$ cat src/scd_pkg.sv
package scd_pkg;
  localparam int          NUM_CH        = 4;
  localparam int          NUM_STRAP     = 6;
  localparam int          CODE_W        = 3;
  localparam int          RATIO_W       = 5;
  localparam int          PHASE_W       = 10;
  localparam int          PAIR_A_IDX    = 4;
  localparam int          PAIR_B_IDX    = 5;
  localparam logic [4:0]  RATIO_RST     = 5'h01;
  localparam logic [9:0]  PHASE_RST     = 10'h000;
  // Cycles after reset release before the straps are captured
  // A plain count: a real-to-int cast rounds, which would give one cycle more
  localparam int          SETTLE_CYC    = 4;
  localparam logic [3:0]  SETTLE_RST    = 4'h0;

  typedef enum logic [1:0] {SCD_DRV_HSTL, SCD_DRV_LVDS, SCD_DRV_OFF} scd_drv_t;
  typedef enum logic [1:0] {SCD_SEL_NONE, SCD_SEL_SPI, SCD_SEL_I2C, SCD_SEL_STRAP} scd_sel_t;
  typedef enum logic [1:0] {SCD_MODE_SPI, SCD_MODE_I2C, SCD_MODE_STRAP} scd_mode_t;

  typedef struct packed {
    logic [RATIO_W-1:0] ratio;
    logic [PHASE_W-1:0] phase;
    scd_drv_t           drv;
  } scd_chan_t;

  typedef struct packed {
    logic [RATIO_W-1:0] ratio;
    logic [PHASE_W-1:0] phase;
    scd_drv_t           drv;
  } scd_serial_t;
endpackage

$ cat src/scd_pair_decode.sv
`timescale 1ns/1ps
module scd_pair_decode
  import scd_pkg::*;
(
  // Strap code
  input  wire logic [scd_pkg::CODE_W-1:0] code,
  // Driver types of the pair
  output scd_pkg::scd_drv_t               drv_lo,
  output scd_pkg::scd_drv_t               drv_hi
);
  import scd_pkg::*;

  always_comb
  begin
    drv_lo = SCD_DRV_OFF;
    drv_hi = SCD_DRV_OFF;
    unique case (code)
      3'h0:
      begin
        drv_lo = SCD_DRV_HSTL;
        drv_hi = SCD_DRV_HSTL;
      end
      3'h1:
      begin
        drv_lo = SCD_DRV_HSTL;
        drv_hi = SCD_DRV_LVDS;
      end
      3'h2:
      begin
        drv_lo = SCD_DRV_HSTL;
        drv_hi = SCD_DRV_OFF;
      end
      3'h3:
      begin
        drv_lo = SCD_DRV_LVDS;
        drv_hi = SCD_DRV_HSTL;
      end
      3'h4:
      begin
        drv_lo = SCD_DRV_LVDS;
        drv_hi = SCD_DRV_LVDS;
      end
      3'h5:
      begin
        drv_lo = SCD_DRV_LVDS;
        drv_hi = SCD_DRV_OFF;
      end
      3'h6:
      begin
        drv_lo = SCD_DRV_OFF;
        drv_hi = SCD_DRV_HSTL;
      end
      3'h7:
      begin
        drv_lo = SCD_DRV_OFF;
        drv_hi = SCD_DRV_OFF;
      end
    endcase
  end
endmodule

$ cat src/scd_top.sv
// Notes on behaviour
// - Four outputs from one reference, each with its own divider setting.
// - Method is serial (SPI or I2C) or straps; no selection means SPI.
// - Serial mode uses straps 0-2 as clock, data in, select; data out comes from the serial engine.
// - Each strap resolves to a 3-bit code: 0-3 to ground, 4-7 to supply.
// - Straps 0-3 set only their channel ratio: 1,2,3,4,5,6,8,16.
// - Strap 4 sets channels 0/1 driver types, strap 5 channels 2/3.
// - Strap mode limits ratios to the table and forces zero phase.
`timescale 1ns/1ps
module scd_top
  import scd_pkg::*;
(
  // Clock and reset
  input  wire logic                          sys_clk,
  input  wire logic                          nrst,
  // Method selection pin and resolved strap codes
  input  wire scd_pkg::scd_sel_t             method_sel,
  input  wire logic [scd_pkg::CODE_W-1:0]    strap_pin [scd_pkg::NUM_STRAP],
  // Settings from the serial register block
  input  wire scd_pkg::scd_serial_t          serial_cfg [scd_pkg::NUM_CH],
  // Serial data out drive from the serial engine
  input  wire logic                          serial_data_out_d,
  input  wire logic                          serial_data_out_en,
  // Per-channel settings to dividers and drivers
  output scd_pkg::scd_chan_t                 chan_cfg_r [scd_pkg::NUM_CH],
  output scd_pkg::scd_mode_t                 mode_r,
  output logic                               cfg_valid_r,
  // Serial bus lines: clock, data in, select from straps 0-2; data out from the serial engine
  output logic                               serial_clk_r,
  output logic                               serial_data_in_r,
  output logic                               serial_cs_n_r,
  output logic                               serial_data_out_r,
  output logic                               serial_data_out_oe_r
);
  import scd_pkg::*;

  // Two-flop synchronisers on the strap and selection pins
  logic [CODE_W-1:0] strap_s1_r [NUM_STRAP];
  logic [CODE_W-1:0] strap_s2_r [NUM_STRAP];
  scd_sel_t          sel_s1_r;
  scd_sel_t          sel_s2_r;

  always_ff @(posedge sys_clk or negedge nrst)
  begin
    if (!nrst)
    begin
      for (int i = 0; i < NUM_STRAP; i++)
      begin
        strap_s1_r[i] <= 3'h0;
        strap_s2_r[i] <= 3'h0;
      end
      sel_s1_r <= SCD_SEL_NONE;
      sel_s2_r <= SCD_SEL_NONE;
    end
    else
    begin
      for (int i = 0; i < NUM_STRAP; i++)
      begin
        strap_s1_r[i] <= strap_pin[i];
        strap_s2_r[i] <= strap_s1_r[i];
      end
      sel_s1_r <= method_sel;
      sel_s2_r <= sel_s1_r;
    end
  end

  // Settle counter; capture once, then hold until next reset
  logic [3:0] settle_r;
  logic [3:0] settle_nxt;
  logic       cap_nxt;
  scd_mode_t  mode_nxt;

  always_comb
  begin
    settle_nxt = settle_r;
    cap_nxt    = cfg_valid_r;
    mode_nxt   = mode_r;
    if (!cfg_valid_r)
    begin
      if (settle_r == 4'(SETTLE_CYC))
      begin
        cap_nxt = 1'b1;
        unique case (sel_s2_r)
          SCD_SEL_STRAP: mode_nxt = SCD_MODE_STRAP;
          SCD_SEL_I2C:   mode_nxt = SCD_MODE_I2C;
          default:       mode_nxt = SCD_MODE_SPI;
        endcase
      end
      else
        settle_nxt = settle_r + 4'h1;
    end
  end

  always_ff @(posedge sys_clk or negedge nrst)
  begin
    if (!nrst)
    begin
      settle_r    <= SETTLE_RST;
      cfg_valid_r <= 1'b0;
      mode_r      <= SCD_MODE_SPI;
    end
    else
    begin
      settle_r    <= settle_nxt;
      cfg_valid_r <= cap_nxt;
      mode_r      <= mode_nxt;
    end
  end

  // Latched strap codes
  logic [CODE_W-1:0] code_r   [NUM_STRAP];
  logic [CODE_W-1:0] code_nxt [NUM_STRAP];

  always_comb
  begin
    for (int i = 0; i < NUM_STRAP; i++)
      code_nxt[i] = (!cfg_valid_r && cap_nxt) ? strap_s2_r[i] : code_r[i];
  end

  always_ff @(posedge sys_clk or negedge nrst)
  begin
    if (!nrst)
      for (int i = 0; i < NUM_STRAP; i++)
        code_r[i] <= 3'h0;
    else
      for (int i = 0; i < NUM_STRAP; i++)
        code_r[i] <= code_nxt[i];
  end

  function automatic logic [RATIO_W-1:0] ratio_of(input logic [CODE_W-1:0] c);
    logic [RATIO_W-1:0] r;
    r = 5'h01;
    unique case (c)
      3'h0: r = 5'h01;
      3'h1: r = 5'h02;
      3'h2: r = 5'h03;
      3'h3: r = 5'h04;
      3'h4: r = 5'h05;
      3'h5: r = 5'h06;
      3'h6: r = 5'h08;
      3'h7: r = 5'h10;
    endcase
    return r;
  endfunction

  scd_drv_t strap_drv [NUM_CH];

  // Pair pins sit next to each other: first pair for channels 0/1, second for 2/3
  for (genvar p = 0; p < 2; p++)
  begin : g_pair
    scd_pair_decode scd_pair_decode_inst (
      .code   (code_r[PAIR_A_IDX + p]),
      .drv_lo (strap_drv[2 * p]),
      .drv_hi (strap_drv[2 * p + 1])
    );
  end

  // Channel settings; serial mode follows the register block live
  scd_chan_t chan_nxt [NUM_CH];

  always_comb
  begin
    for (int i = 0; i < NUM_CH; i++)
    begin
      chan_nxt[i] = chan_cfg_r[i];
      if (cfg_valid_r)
      begin
        if (mode_r == SCD_MODE_STRAP)
        begin
          chan_nxt[i].ratio = ratio_of(code_r[i]);
          chan_nxt[i].phase = PHASE_RST;
          chan_nxt[i].drv   = strap_drv[i];
        end
        else
          chan_nxt[i] = serial_cfg[i];
      end
    end
  end

  always_ff @(posedge sys_clk or negedge nrst)
  begin
    if (!nrst)
      for (int i = 0; i < NUM_CH; i++)
        chan_cfg_r[i] <= '{ratio: RATIO_RST, phase: PHASE_RST, drv: SCD_DRV_OFF};
    else
      for (int i = 0; i < NUM_CH; i++)
        chan_cfg_r[i] <= chan_nxt[i];
  end

  // Serial line routing; idle values outside serial mode
  logic serial_on;
  assign serial_on = cfg_valid_r && (mode_r != SCD_MODE_STRAP);

  always_ff @(posedge sys_clk or negedge nrst)
  begin
    if (!nrst)
    begin
      serial_clk_r         <= 1'b0;
      serial_data_in_r     <= 1'b0;
      serial_cs_n_r        <= 1'b1;
      serial_data_out_r    <= 1'b0;
      serial_data_out_oe_r <= 1'b0;
    end
    else
    begin
      serial_clk_r         <= serial_on ? strap_s2_r[0][0] : 1'b0;
      serial_data_in_r     <= serial_on ? strap_s2_r[1][0] : 1'b0;
      serial_cs_n_r        <= serial_on ? strap_s2_r[2][0] : 1'b1;
      serial_data_out_r    <= serial_on & serial_data_out_d;
      serial_data_out_oe_r <= serial_on & serial_data_out_en;
    end
  end
endmodule

$ cat config.mk
export PLATFORM = sky130hd
export DESIGN_NAME = scd_top
export DESIGN_NICKNAME = d
export VERILOG_FILES = /design/src/scd_pkg.sv /design/src/scd_pair_decode.sv /design/src/scd_top.sv
export SDC_FILE = /design/constraint.sdc
export NUM_CORES = 1
export LEC_CHECK = 0
export ABC_AREA = 1
export BUFFER_PORTS_ARGS = -buffer_cell sky130_fd_sc_hd__buf_2
export CORE_MARGIN = 3
export CORE_UTILIZATION = 51
export CTS_CLUSTER_DIAMETER = 50
export CTS_CLUSTER_SIZE = 8
export DETAILED_ROUTE_END_ITERATION = 8
export GPL_ROUTABILITY_DRIVEN = 1
export MAX_ROUTING_LAYER = met4
export PLACE_DENSITY = 0.8
export SYNTH_ARGS = -nofsm -noshare
export SYNTH_HDL_FRONTEND = slang
export SYNTH_SLANG_ARGS = --single-unit
$ cat constraint.sdc
create_clock -name sys_clk -period 1.8 [get_ports sys_clk]
set_input_delay 0.45 -clock sys_clk [delete_from_list [all_inputs] [get_ports sys_clk]]
set_output_delay 0.45 -clock sys_clk [all_outputs]
set_load 0.05 [all_outputs]
== Word-level counts from Yosys, hierarchy flattened ==
Memories as Yosys holds them, arrays and structs flattened.
Index checks and enable logic that the tools add are counted.

* Register bits after elaboration: 138
* Bits in read-only memories: 224
* Input bits: 92
* Output and inout bits: 76
* Logic and storage cells: 71
* Memories kept: 6

{| class="wikitable"
|+ Memory list
! name !! depth !! width !! rd ports !! clocked after Yosys merged registers in !! wr ports !! line !! source
|-
| (name not given) || 8 || 5 || 1 || 0 || 0 || scd_top.sv:133 || <nowiki>unique case (c)</nowiki>
|-
| (name not given) || 8 || 5 || 1 || 0 || 0 || scd_top.sv:133 ||
|-
| (name not given) || 8 || 5 || 1 || 0 || 0 || scd_top.sv:133 ||
|-
| (name not given) || 8 || 5 || 1 || 0 || 0 || scd_top.sv:133 ||
|-
| (name not given) || 8 || 4 || 1 || 0 || 0 || scd_pair_decode.sv:17 || <nowiki>unique case (code)</nowiki>
|-
| (name not given) || 8 || 4 || 1 || 0 || 0 || scd_pair_decode.sv:17 ||
|}

* Add/subtract/negate cells: 1
* Equality and inequality tests: 5
* Multiplexer cells: 10
* Bitwise gates (word level): 4
* Reductions and logical operators: 5

{| class="wikitable"
|+ Operators with widths
! operator !! count
|-
| 17-bit two-way mux || 4
|-
| 2-bit equality test (second input constant) || 3
|-
| 1-bit two-way mux || 5
|-
| 4-bit by 1-bit adder with 4-bit output (second input constant) || 1
|-
| 4-bit by 3-bit equality test with 1-bit output (second input constant) || 1
|-
| 2-bit one-hot mux with 2 select lines || 1
|-
| 2-bit AND reduction || 2
|-
| 1-bit AND || 2
|-
| 1-bit logical AND || 2
|-
| 2-bit inequality test (second input constant) || 1
|-
| 1-bit NOT || 2
|-
| 1-bit zero test || 1
|}

== Depth between registers and ports, before layout ==
Gate-level depths: netlist of the first run.

* Depth after elaboration: 4
* Depth in mapped cells: 8
* Mapped depth without buffers: 7

== Modules after synthesis ==
A second synthesis of the first run with hierarchy kept.

* Cells, all modules: 593
* Area total of the unflattened synthesis: 5514.0 µm²

{| class="wikitable"
|+ Modules (own cells, without submodules)
! module !! instances !! cells each !! area an instance (µm²) !! sequential area each (µm²)
|-
| scd_top || 1 || 563 || 5390.2 || 3464.6
|-
| scd_pair_decode at g_pair[1].scd_pair_decode_inst || 1 || 15 || 65.1 || 0.0
|-
| scd_pair_decode at g_pair[0].scd_pair_decode_inst || 1 || 15 || 58.8 || 0.0
|}

== Least setup slack after synthesis of the first run ==
OpenSTA, ideal clock, no wires.

* Path kind: register to register
* From: register cfg_valid_r
* To: register chan_cfg_r[17] in the netlist's numbering
* Library setup time: 117 ps
* Data arrival time: 1362 ps
* Required time: 1683 ps
* Slack: 322 ps
* Stages on the path, launching flop included: 8
* Buffers on the path: 2
* Clock period less this slack: 1478 ps
* Path through: dfrtp_1 -> inv_2 -> buf_6 -> buf_2 -> nand2_1 -> o21ai_1 -> inv_2 -> nand2_1

{| class="wikitable"
|+ RTL lines
! item !! line !! source
|-
| start, declared || scd_top.sv:27 || <nowiki>output logic cfg_valid_r,</nowiki>
|-
| start signal, assigned || scd_top.sv:105 || <nowiki>cfg_valid_r <= cap_nxt;</nowiki>
|-
| end signal, assigned by index || scd_top.sv:184 || <nowiki>chan_cfg_r[i] <= '{ratio: RATIO_RST, phase: PHASE_RST, drv: SCD_DRV_OFF};</nowiki>
|-
| end signal, assigned by index || scd_top.sv:187 || <nowiki>chan_cfg_r[i] <= chan_nxt[i];</nowiki>
|-
| end, declared || scd_top.sv:25 || <nowiki>output scd_pkg::scd_chan_t chan_cfg_r [scd_pkg::NUM_CH],</nowiki>
|}

== Final worst setup path of the first run ==
* From: register chan_cfg_r[35] in the netlist's numbering
* To: output port chan_cfg_r[35] in the netlist's numbering

No word-level cell between the ends.

==> impl_metrics.env, run 1 <==
export IMPL_nets=848
export IMPL_die_area_mm2=0.01192
export IMPL_yosys_area_top_type="dfrtp_1"
export IMPL_htreeDepth=4
export IMPL_final_cell_mix="nand2_1, buf_2, dfrtp_1"
export IMPL_p_leak_uw=0.003797
export IMPL_critPathTopFamily="flip-flops"
export IMPL_setup_worst_path_start_class="flop"
export IMPL_die_w_um=109.2
export IMPL_maxSlewHeadroom_pct=70.13
export IMPL_whs_endpoint="strap_s1_r[15]$_DFF_PN0_"
export IMPL_setup_viol_count_final=0
export IMPL_power_density_mw_per_mm2=1086
export IMPL_die_h_um=109.2
export IMPL_worstMarginPinSlew_ns=0.4480
export IMPL_synth_compound_area_share_pct=4.171
export IMPL_hold_depth=1
export IMPL_synth_top_family_by_area="simple AND/OR/NAND/NOR gates"
export IMPL_synthToLayoutAreaGrowth_pct=29.43
export IMPL_first_iter_violations=262
export IMPL_final_common_cell="nand2_1"
export IMPL_antenna_found_initial=2
export IMPL_regArea_mm2=0.003465
export IMPL_crit_required_ns=1.35
export IMPL_dpl_hpwl_um=8108
export IMPL_rows=37
export IMPL_clk_pin_slew_ns=0.06
export IMPL_wirelength_um=11430
export IMPL_cts_sinks=138
export IMPL_clk_latency_ns=0.51
export IMPL_viasPerCell=4.724
export IMPL_final_antenna_net_count=0
export IMPL_port_buffers=167
export IMPL_whs_ns=0.04066
export IMPL_drc=0
export IMPL_yosys_warnings=0
export IMPL_start_util_pct=52.59
export IMPL_drive_gt1_share_pct=30.23
export IMPL_period_needed_ns=1.754
export IMPL_crit_buf_inv=1
export IMPL_fillers=789
export IMPL_r2r_start="settle_r[0]$_DFFE_PN0P_"
export IMPL_first_global_vias=4099
export IMPL_synth_top_area_share_pct=59.46
export IMPL_wl_per_cell_um=12.86
export IMPL_path_cells="buf_2"
export IMPL_postCtsSetupRepairBufs=0
export IMPL_hold_class="input port to flop"
export IMPL_critPathKind="flop to output port"
export IMPL_cts_tree="built"
export IMPL_cp_arrival_ns=1.30
export IMPL_maxSlewViolCount=0
export IMPL_peakVddDrop_uv=605.2
export IMPL_synth_cell_types=29
export IMPL_vias=4200
export IMPL_ios=168
export IMPL_end_kind="output port"
export IMPL_cts_path_max_buffers=2
export IMPL_multi_input_area_mm2=0.001709
export IMPL_first_pass_iters=6
export IMPL_worst_clock_skew_ns=0.006685
export IMPL_synth_cells=561
export IMPL_finalSetupTns_ns=0
export IMPL_crit_fanout=2
export IMPL_ff2ff_path_depth=6
export IMPL_synthXorXnorAreaFrac_pct=0.3227
export IMPL_synthMuxAreaShare_pct=0
export IMPL_synthTopCellsByArea="dfrtp_1, nand2_1, dfstp_2"
export IMPL_min_delay_start="strap_pin[15]"
export IMPL_maxCapViolations=0
export IMPL_synth_enable_flop_cells=0
export IMPL_core_area_mm2=0.01032
export IMPL_fmax_ghz=0.5702
export IMPL_r2r_end="code_r[16]$_DFFE_PN0P_"
export IMPL_ys_seq_area_share_pct=63.82
export IMPL_placed_area_mm2=0.006446
export IMPL_synth_flop_cell="dfrtp_1"
export IMPL_stdcell_area_mm2=0.007027
export IMPL_fin_crit_sh_pct=97.42
export IMPL_grt_start_max_net_pins=49
export IMPL_worst_r2r_setup_slack_ns=0.24
export IMPL_track_usage_pct=20.58
export IMPL_hold_viol=0
export IMPL_synth_avg_cell_area_um2=9.677
export IMPL_worst_path_largest_cell_delay_ns=0.53
export IMPL_ctsRootBufferMaster="clkbuf_8"
export IMPL_syn_num_nets=671
export IMPL_crit_slowest_cell="dfstp_2"
export IMPL_yosys_area_share_simple_pct=22.84
export IMPL_place_congestion=0.7854
export IMPL_status="completed"
export IMPL_grt_ovfl_total=0
export IMPL_grt_pass1_wl_um=18360
export IMPL_rsz0062_at_grt="false"
export IMPL_synth_async_reset_ratio_pct=100.0
export IMPL_synthAdderAreaFrac_pct=4.148
export IMPL_cts_buffers=17
export IMPL_synth_seq_cells=138
export IMPL_synth_cell_area_mm2=0.005429
## worst reg2reg max path: stages, from the launching register on
cell and delay, ns:
dfrtp_1 0.41, inv_1 0.10, ha_1 0.16, nand2_2 0.08
nor2_4 0.17, nand2_4 0.24, o21a_1 0.27
## Yosys cell counts, drive strengths merged, types with 3 or more instances
cell,n
o21a,12
dfrtp,129
nor2,15
a21oi,3
ha,18
buf,13
nand3,36
nand2,252
clkbuf,6
o21ai,22
dfstp,9
inv,37
## final cells by class
class	count	share of cell area [%]
antenna	2	0.07123
clock buffer	19	6.143
clock inverter	13	1.834
inverter	38	2.030
multi-input combinational	366	24.32
sequential	138	49.31
tap	136	2.422
timing repair buffer	177	13.87
## kinds of logic (layout without fill, tap and decap cells)
logic type | Yosys count | after routing
AO/OA/AOI/OAI | 38 | 38
XOR/XNOR | 2 | 2
adder cells (fa/ha/maj) | 18 | 18
buffers and inverters | 57 | 247
flip-flops | 138 | 138
other | 0 | 2
AND/OR/NAND/NOR | 308 | 308
## worst max-delay path by stage
stage / startpoint / cells after the start / end / slack [ns]
after floorplan: cfg_valid_r$_DFF_PN0_ / 7 / chan_cfg_r[17]$_DFFE_PN0P_ / 0.32
after global placement: settle_r[0]$_DFFE_PN0P_ / 6 / code_r[8]$_DFFE_PN0P_ / 0.34
after detailed placement: settle_r[0]$_DFFE_PN0P_ / 6 / code_r[13]$_DFFE_PN0P_ / 0.27
after CTS: chan_cfg_r[1]$_DFFE_PN1P_ / 1 / chan_cfg_r[1] / 0.02
after global routing: chan_cfg_r[35]$_DFFE_PN1P_ / 1 / chan_cfg_r[35] / 0.005
final: chan_cfg_r[35]$_DFFE_PN1P_ / 1 / chan_cfg_r[35] / 0.05
## where the power goes
part | switching, uW | internal (uW)
Sequential | 102 | 3300
Combinational | 727 | 266
Clock | 1250 | 1990
Total | 2080 | 5560
## sequential cells by signal, indices dropped and copies added, names as in the netlist
register,cells
chan_cfg_r,68
code_r,18
strap_s1_r,18
strap_s2_r,18
settle_r,4
mode_r,2
sel_s1_r,2
sel_s2_r,2
cfg_valid_r,1
serial_clk_r,1
serial_cs_n_r,1
serial_data_in_r,1
serial_data_out_oe_r,1
serial_data_out_r,1
## stage by stage
step	total power (uW)	util, %	std cells	setup WS (ns)
after floorplan	4086	-	561	0.3217
after global placement	4425	62.44	854	0.3424
after detailed placement	4456	62.44	854	0.2732
after CTS	7708	67.97	887	0.01548
after global routing	7974	68.06	889	0.005248
final	7634	68.06	889	0.04636
## layer usage
metal	global-route usage (%)	share of wire [%]
met1	23.62	40
met2	33.99	52
met3	4.973	5.9
met4	10.06	2.3
met5	-	0
## timing repair
action | in CTS | in global routing
resized for setup | 0 | 2
hold buffers | 1 | 0
hold endpoints to repair | 40 | 0
endpoints found under the setup margin | 0 | 2
Power figures use the tool's default switching activity.
==> inputs of run 2 (changes only) <==
clock period = 1.96 ns   (was 1.8 ns; I/O delays follow)
==> run 2 against run 1 <==
  * Non-clock buffer count up 2
  * Combinational power decreased by 8.6%
  * Wire length is 0.31% lower
  * Clock skew down 0.0013 ns
  * Global-route usage down 0.41 points
  * Register-to-register slack gained 0.16 ns
  * Final cell count is 0.11% higher
  * Die area is the same
  * Cell area increased by 0.27%
  * Largest cell class unchanged
==> impl_metrics.env, run 2 (synthesized netlist as in run 1, its figures left out) <==
export IMPL_status="completed"
export IMPL_top_register="chan_cfg_r"
export IMPL_startpoint="chan_cfg_r[1]$_DFFE_PN1P_"
export IMPL_synthToLayoutAreaGrowth_pct=29.78
export IMPL_path_cells="buf_2"
export IMPL_viasPerCell=4.674
export IMPL_maxSlewHeadroom_pct=65.60
export IMPL_final_antenna_net_count=0
export IMPL_end_kind="output port"
export IMPL_track_usage_pct=20.17
export IMPL_hold_class="input port to flop"
export IMPL_place_congestion=0.7801
export IMPL_combPwrFrac_pct=12.6
export IMPL_p_leak_uw=0.003806
export IMPL_clk_pin_slew_ns=0.06
export IMPL_final_common_cell="nand2_1"
export IMPL_first_iter_violations=242
export IMPL_crit_slowest_cell="dfstp_2"
export IMPL_fin_crit_sh_pct=91.94
export IMPL_fillers=803
export IMPL_worst_clock_skew_ns=0.005353
export IMPL_rsz0062_at_grt="false"
export IMPL_period_needed_ns=1.802
export IMPL_largest_reg_flops=68
export IMPL_cts_sinks=138
export IMPL_postCtsSetupRepairBufs=0
export IMPL_die_h_um=109.2
export IMPL_pwr_share_seq_pct=43.3
export IMPL_placed_area_mm2=0.006424
export IMPL_critPathKind="flop to output port"
export IMPL_die_w_um=109.2
export IMPL_internal_power_uw=5287
export IMPL_port_buffers=167
export IMPL_start_util_pct=52.59
export IMPL_wirelength_um=11390
export IMPL_fmax_ghz=0.5549
export IMPL_first_global_vias=4080
export IMPL_power_density_mw_per_mm2=1025
export IMPL_stdcell_area_mm2=0.007046
export IMPL_antenna_found_initial=1
export IMPL_r2r_end="code_r[10]$_DFFE_PN0P_"
export IMPL_core_area_mm2=0.01032
export IMPL_p_sw_uw=1938
export IMPL_final_core_util_pct=68.25
export IMPL_ctsRootBufferMaster="clkbuf_8"
export IMPL_clockPowerShare_pct=44.1
export IMPL_finalSetupTns_ns=0
export IMPL_worstMarginPinSlew_ns=0.5160
export IMPL_crit_required_ns=1.47
export IMPL_crit_end="chan_cfg_r[1]"
export IMPL_worst_path_largest_cell_delay_ns=0.53
export IMPL_cp_arrival_ns=1.31
export IMPL_clk_latency_ns=0.51
export IMPL_crit_buf_inv=1
export IMPL_nets=850
export IMPL_peakVddDrop_uv=683.1
export IMPL_cts_resized=0
export IMPL_holdBufCountCts=1
export IMPL_hold_depth=1
export IMPL_setup_worst_path_start_class="flop"
export IMPL_final_cell_mix="nand2_1, buf_2, dfrtp_1"
export IMPL_crit_fanout=2
export IMPL_ff2ff_path_depth=6
export IMPL_cts_tree="built"
export IMPL_first_pass_iters=4
export IMPL_die_area_mm2=0.01192
export IMPL_p_sw_share_pct=26.82
export IMPL_critPathTopFamily="flip-flops"
export IMPL_cp_num_cells=1
export IMPL_hold_viol=0
export IMPL_ios=168
export IMPL_htreeDepth=4
export IMPL_vias=4160
export IMPL_drive_gt1_share_pct=30.54
export IMPL_maxSlewViolCount=0
export IMPL_drc=0
export IMPL_maxCapViolations=0
export IMPL_dpl_hpwl_um=8139
export IMPL_cts_buffers=17
export IMPL_grt_start_max_net_pins=57
export IMPL_worst_r2r_setup_slack_ns=0.40
export IMPL_cts_path_max_buffers=2
export IMPL_grt_pass1_wl_um=18130
export IMPL_rows=37
export IMPL_setup_viol_count_final=0
export IMPL_grt_ovfl_total=0
export IMPL_wl_per_cell_um=12.80
export IMPL_r2r_start="settle_r[0]$_DFFE_PN0P_"
## run 2: cell count changes in the layout (fill, tap and decap cells not counted), moves of 2 or more
| cell | change |
|---|---|
| clkinv_2 | -5 |
| buf_12 | -3 |
| inv_6 | +2 |
| buf_4 | +5 |
| buf_2 | +2 |
| clkbuf_4 | -2 |
## run 2: metrics by stage
stage | cells | hold slack, ns | setup WS, ns | total power, uW
after floorplan | 561 | 0.1944 | 0.4817 | 3752
after global placement | 856 | 0.3330 | 0.5081 | 4064
after detailed placement | 856 | 0.3347 | 0.3924 | 4089
after CTS | 889 | 0.05771 | 0.1170 | 7308
after global routing | 890 | 0.04942 | 0.1083 | 7531
final | 890 | 0.08586 | 0.1579 | 7225
## run 2: worst min-delay path by stage
stage	slack (ns)	startpoint	end
finish	0.09	strap_pin[12]	strap_s1_r[12]$_DFF_PN0_
detailed placement	0.33	strap_s1_r[8]$_DFF_PN0_	strap_s2_r[8]$_DFF_PN0_
global placement	0.33	strap_s1_r[16]$_DFF_PN0_	strap_s2_r[16]$_DFF_PN0_
CTS	0.06	strap_pin[12]	strap_s1_r[12]$_DFF_PN0_
global route	0.05	strap_pin[14]	strap_s1_r[14]$_DFF_PN0_
floorplan	0.19	nrst	cfg_valid_r$_DFF_PN0_
## run 2: routing by layer
metal	share of wire (%)	GRT usage, %
met1	41	23.50
met2	51	33.73
met3	5.9	5.802
met4	1.6	6.768
met5	0	-
## run 2: power groups by stage
stage / registers (uW) / clock network (uW) / logic, uW
after floorplan: 3560 / 0 / 191
after global placement: 3170 / 0 / 896
after detailed placement: 3170 / 0 / 917
after CTS: 3130 / 3260 / 920
after global routing: 3150 / 3400 / 983
final: 3130 / 3190 / 908
## run 2: layout make-up
cell class / instances / area, um^2 / share of cell area, %
antenna: 1 / 2.502 / 0.03552
clock buffer: 19 / 441.7 / 6.269
clock inverter: 13 / 167.7 / 2.380
inverter: 38 / 142.6 / 2.025
multi-input combinational: 366 / 1709 / 24.26
sequential: 138 / 3465 / 49.17
tap: 136 / 170.2 / 2.415
timing repair buffer: 179 / 947.2 / 13.44
## run 2: worst reg2reg max path: stages, from the launching register on
cell     delay, ns
dfrtp_1       0.41
inv_1         0.11
ha_1          0.18
nand2_2       0.08
nor2_4        0.16
nand2_4       0.24
o21a_1        0.27
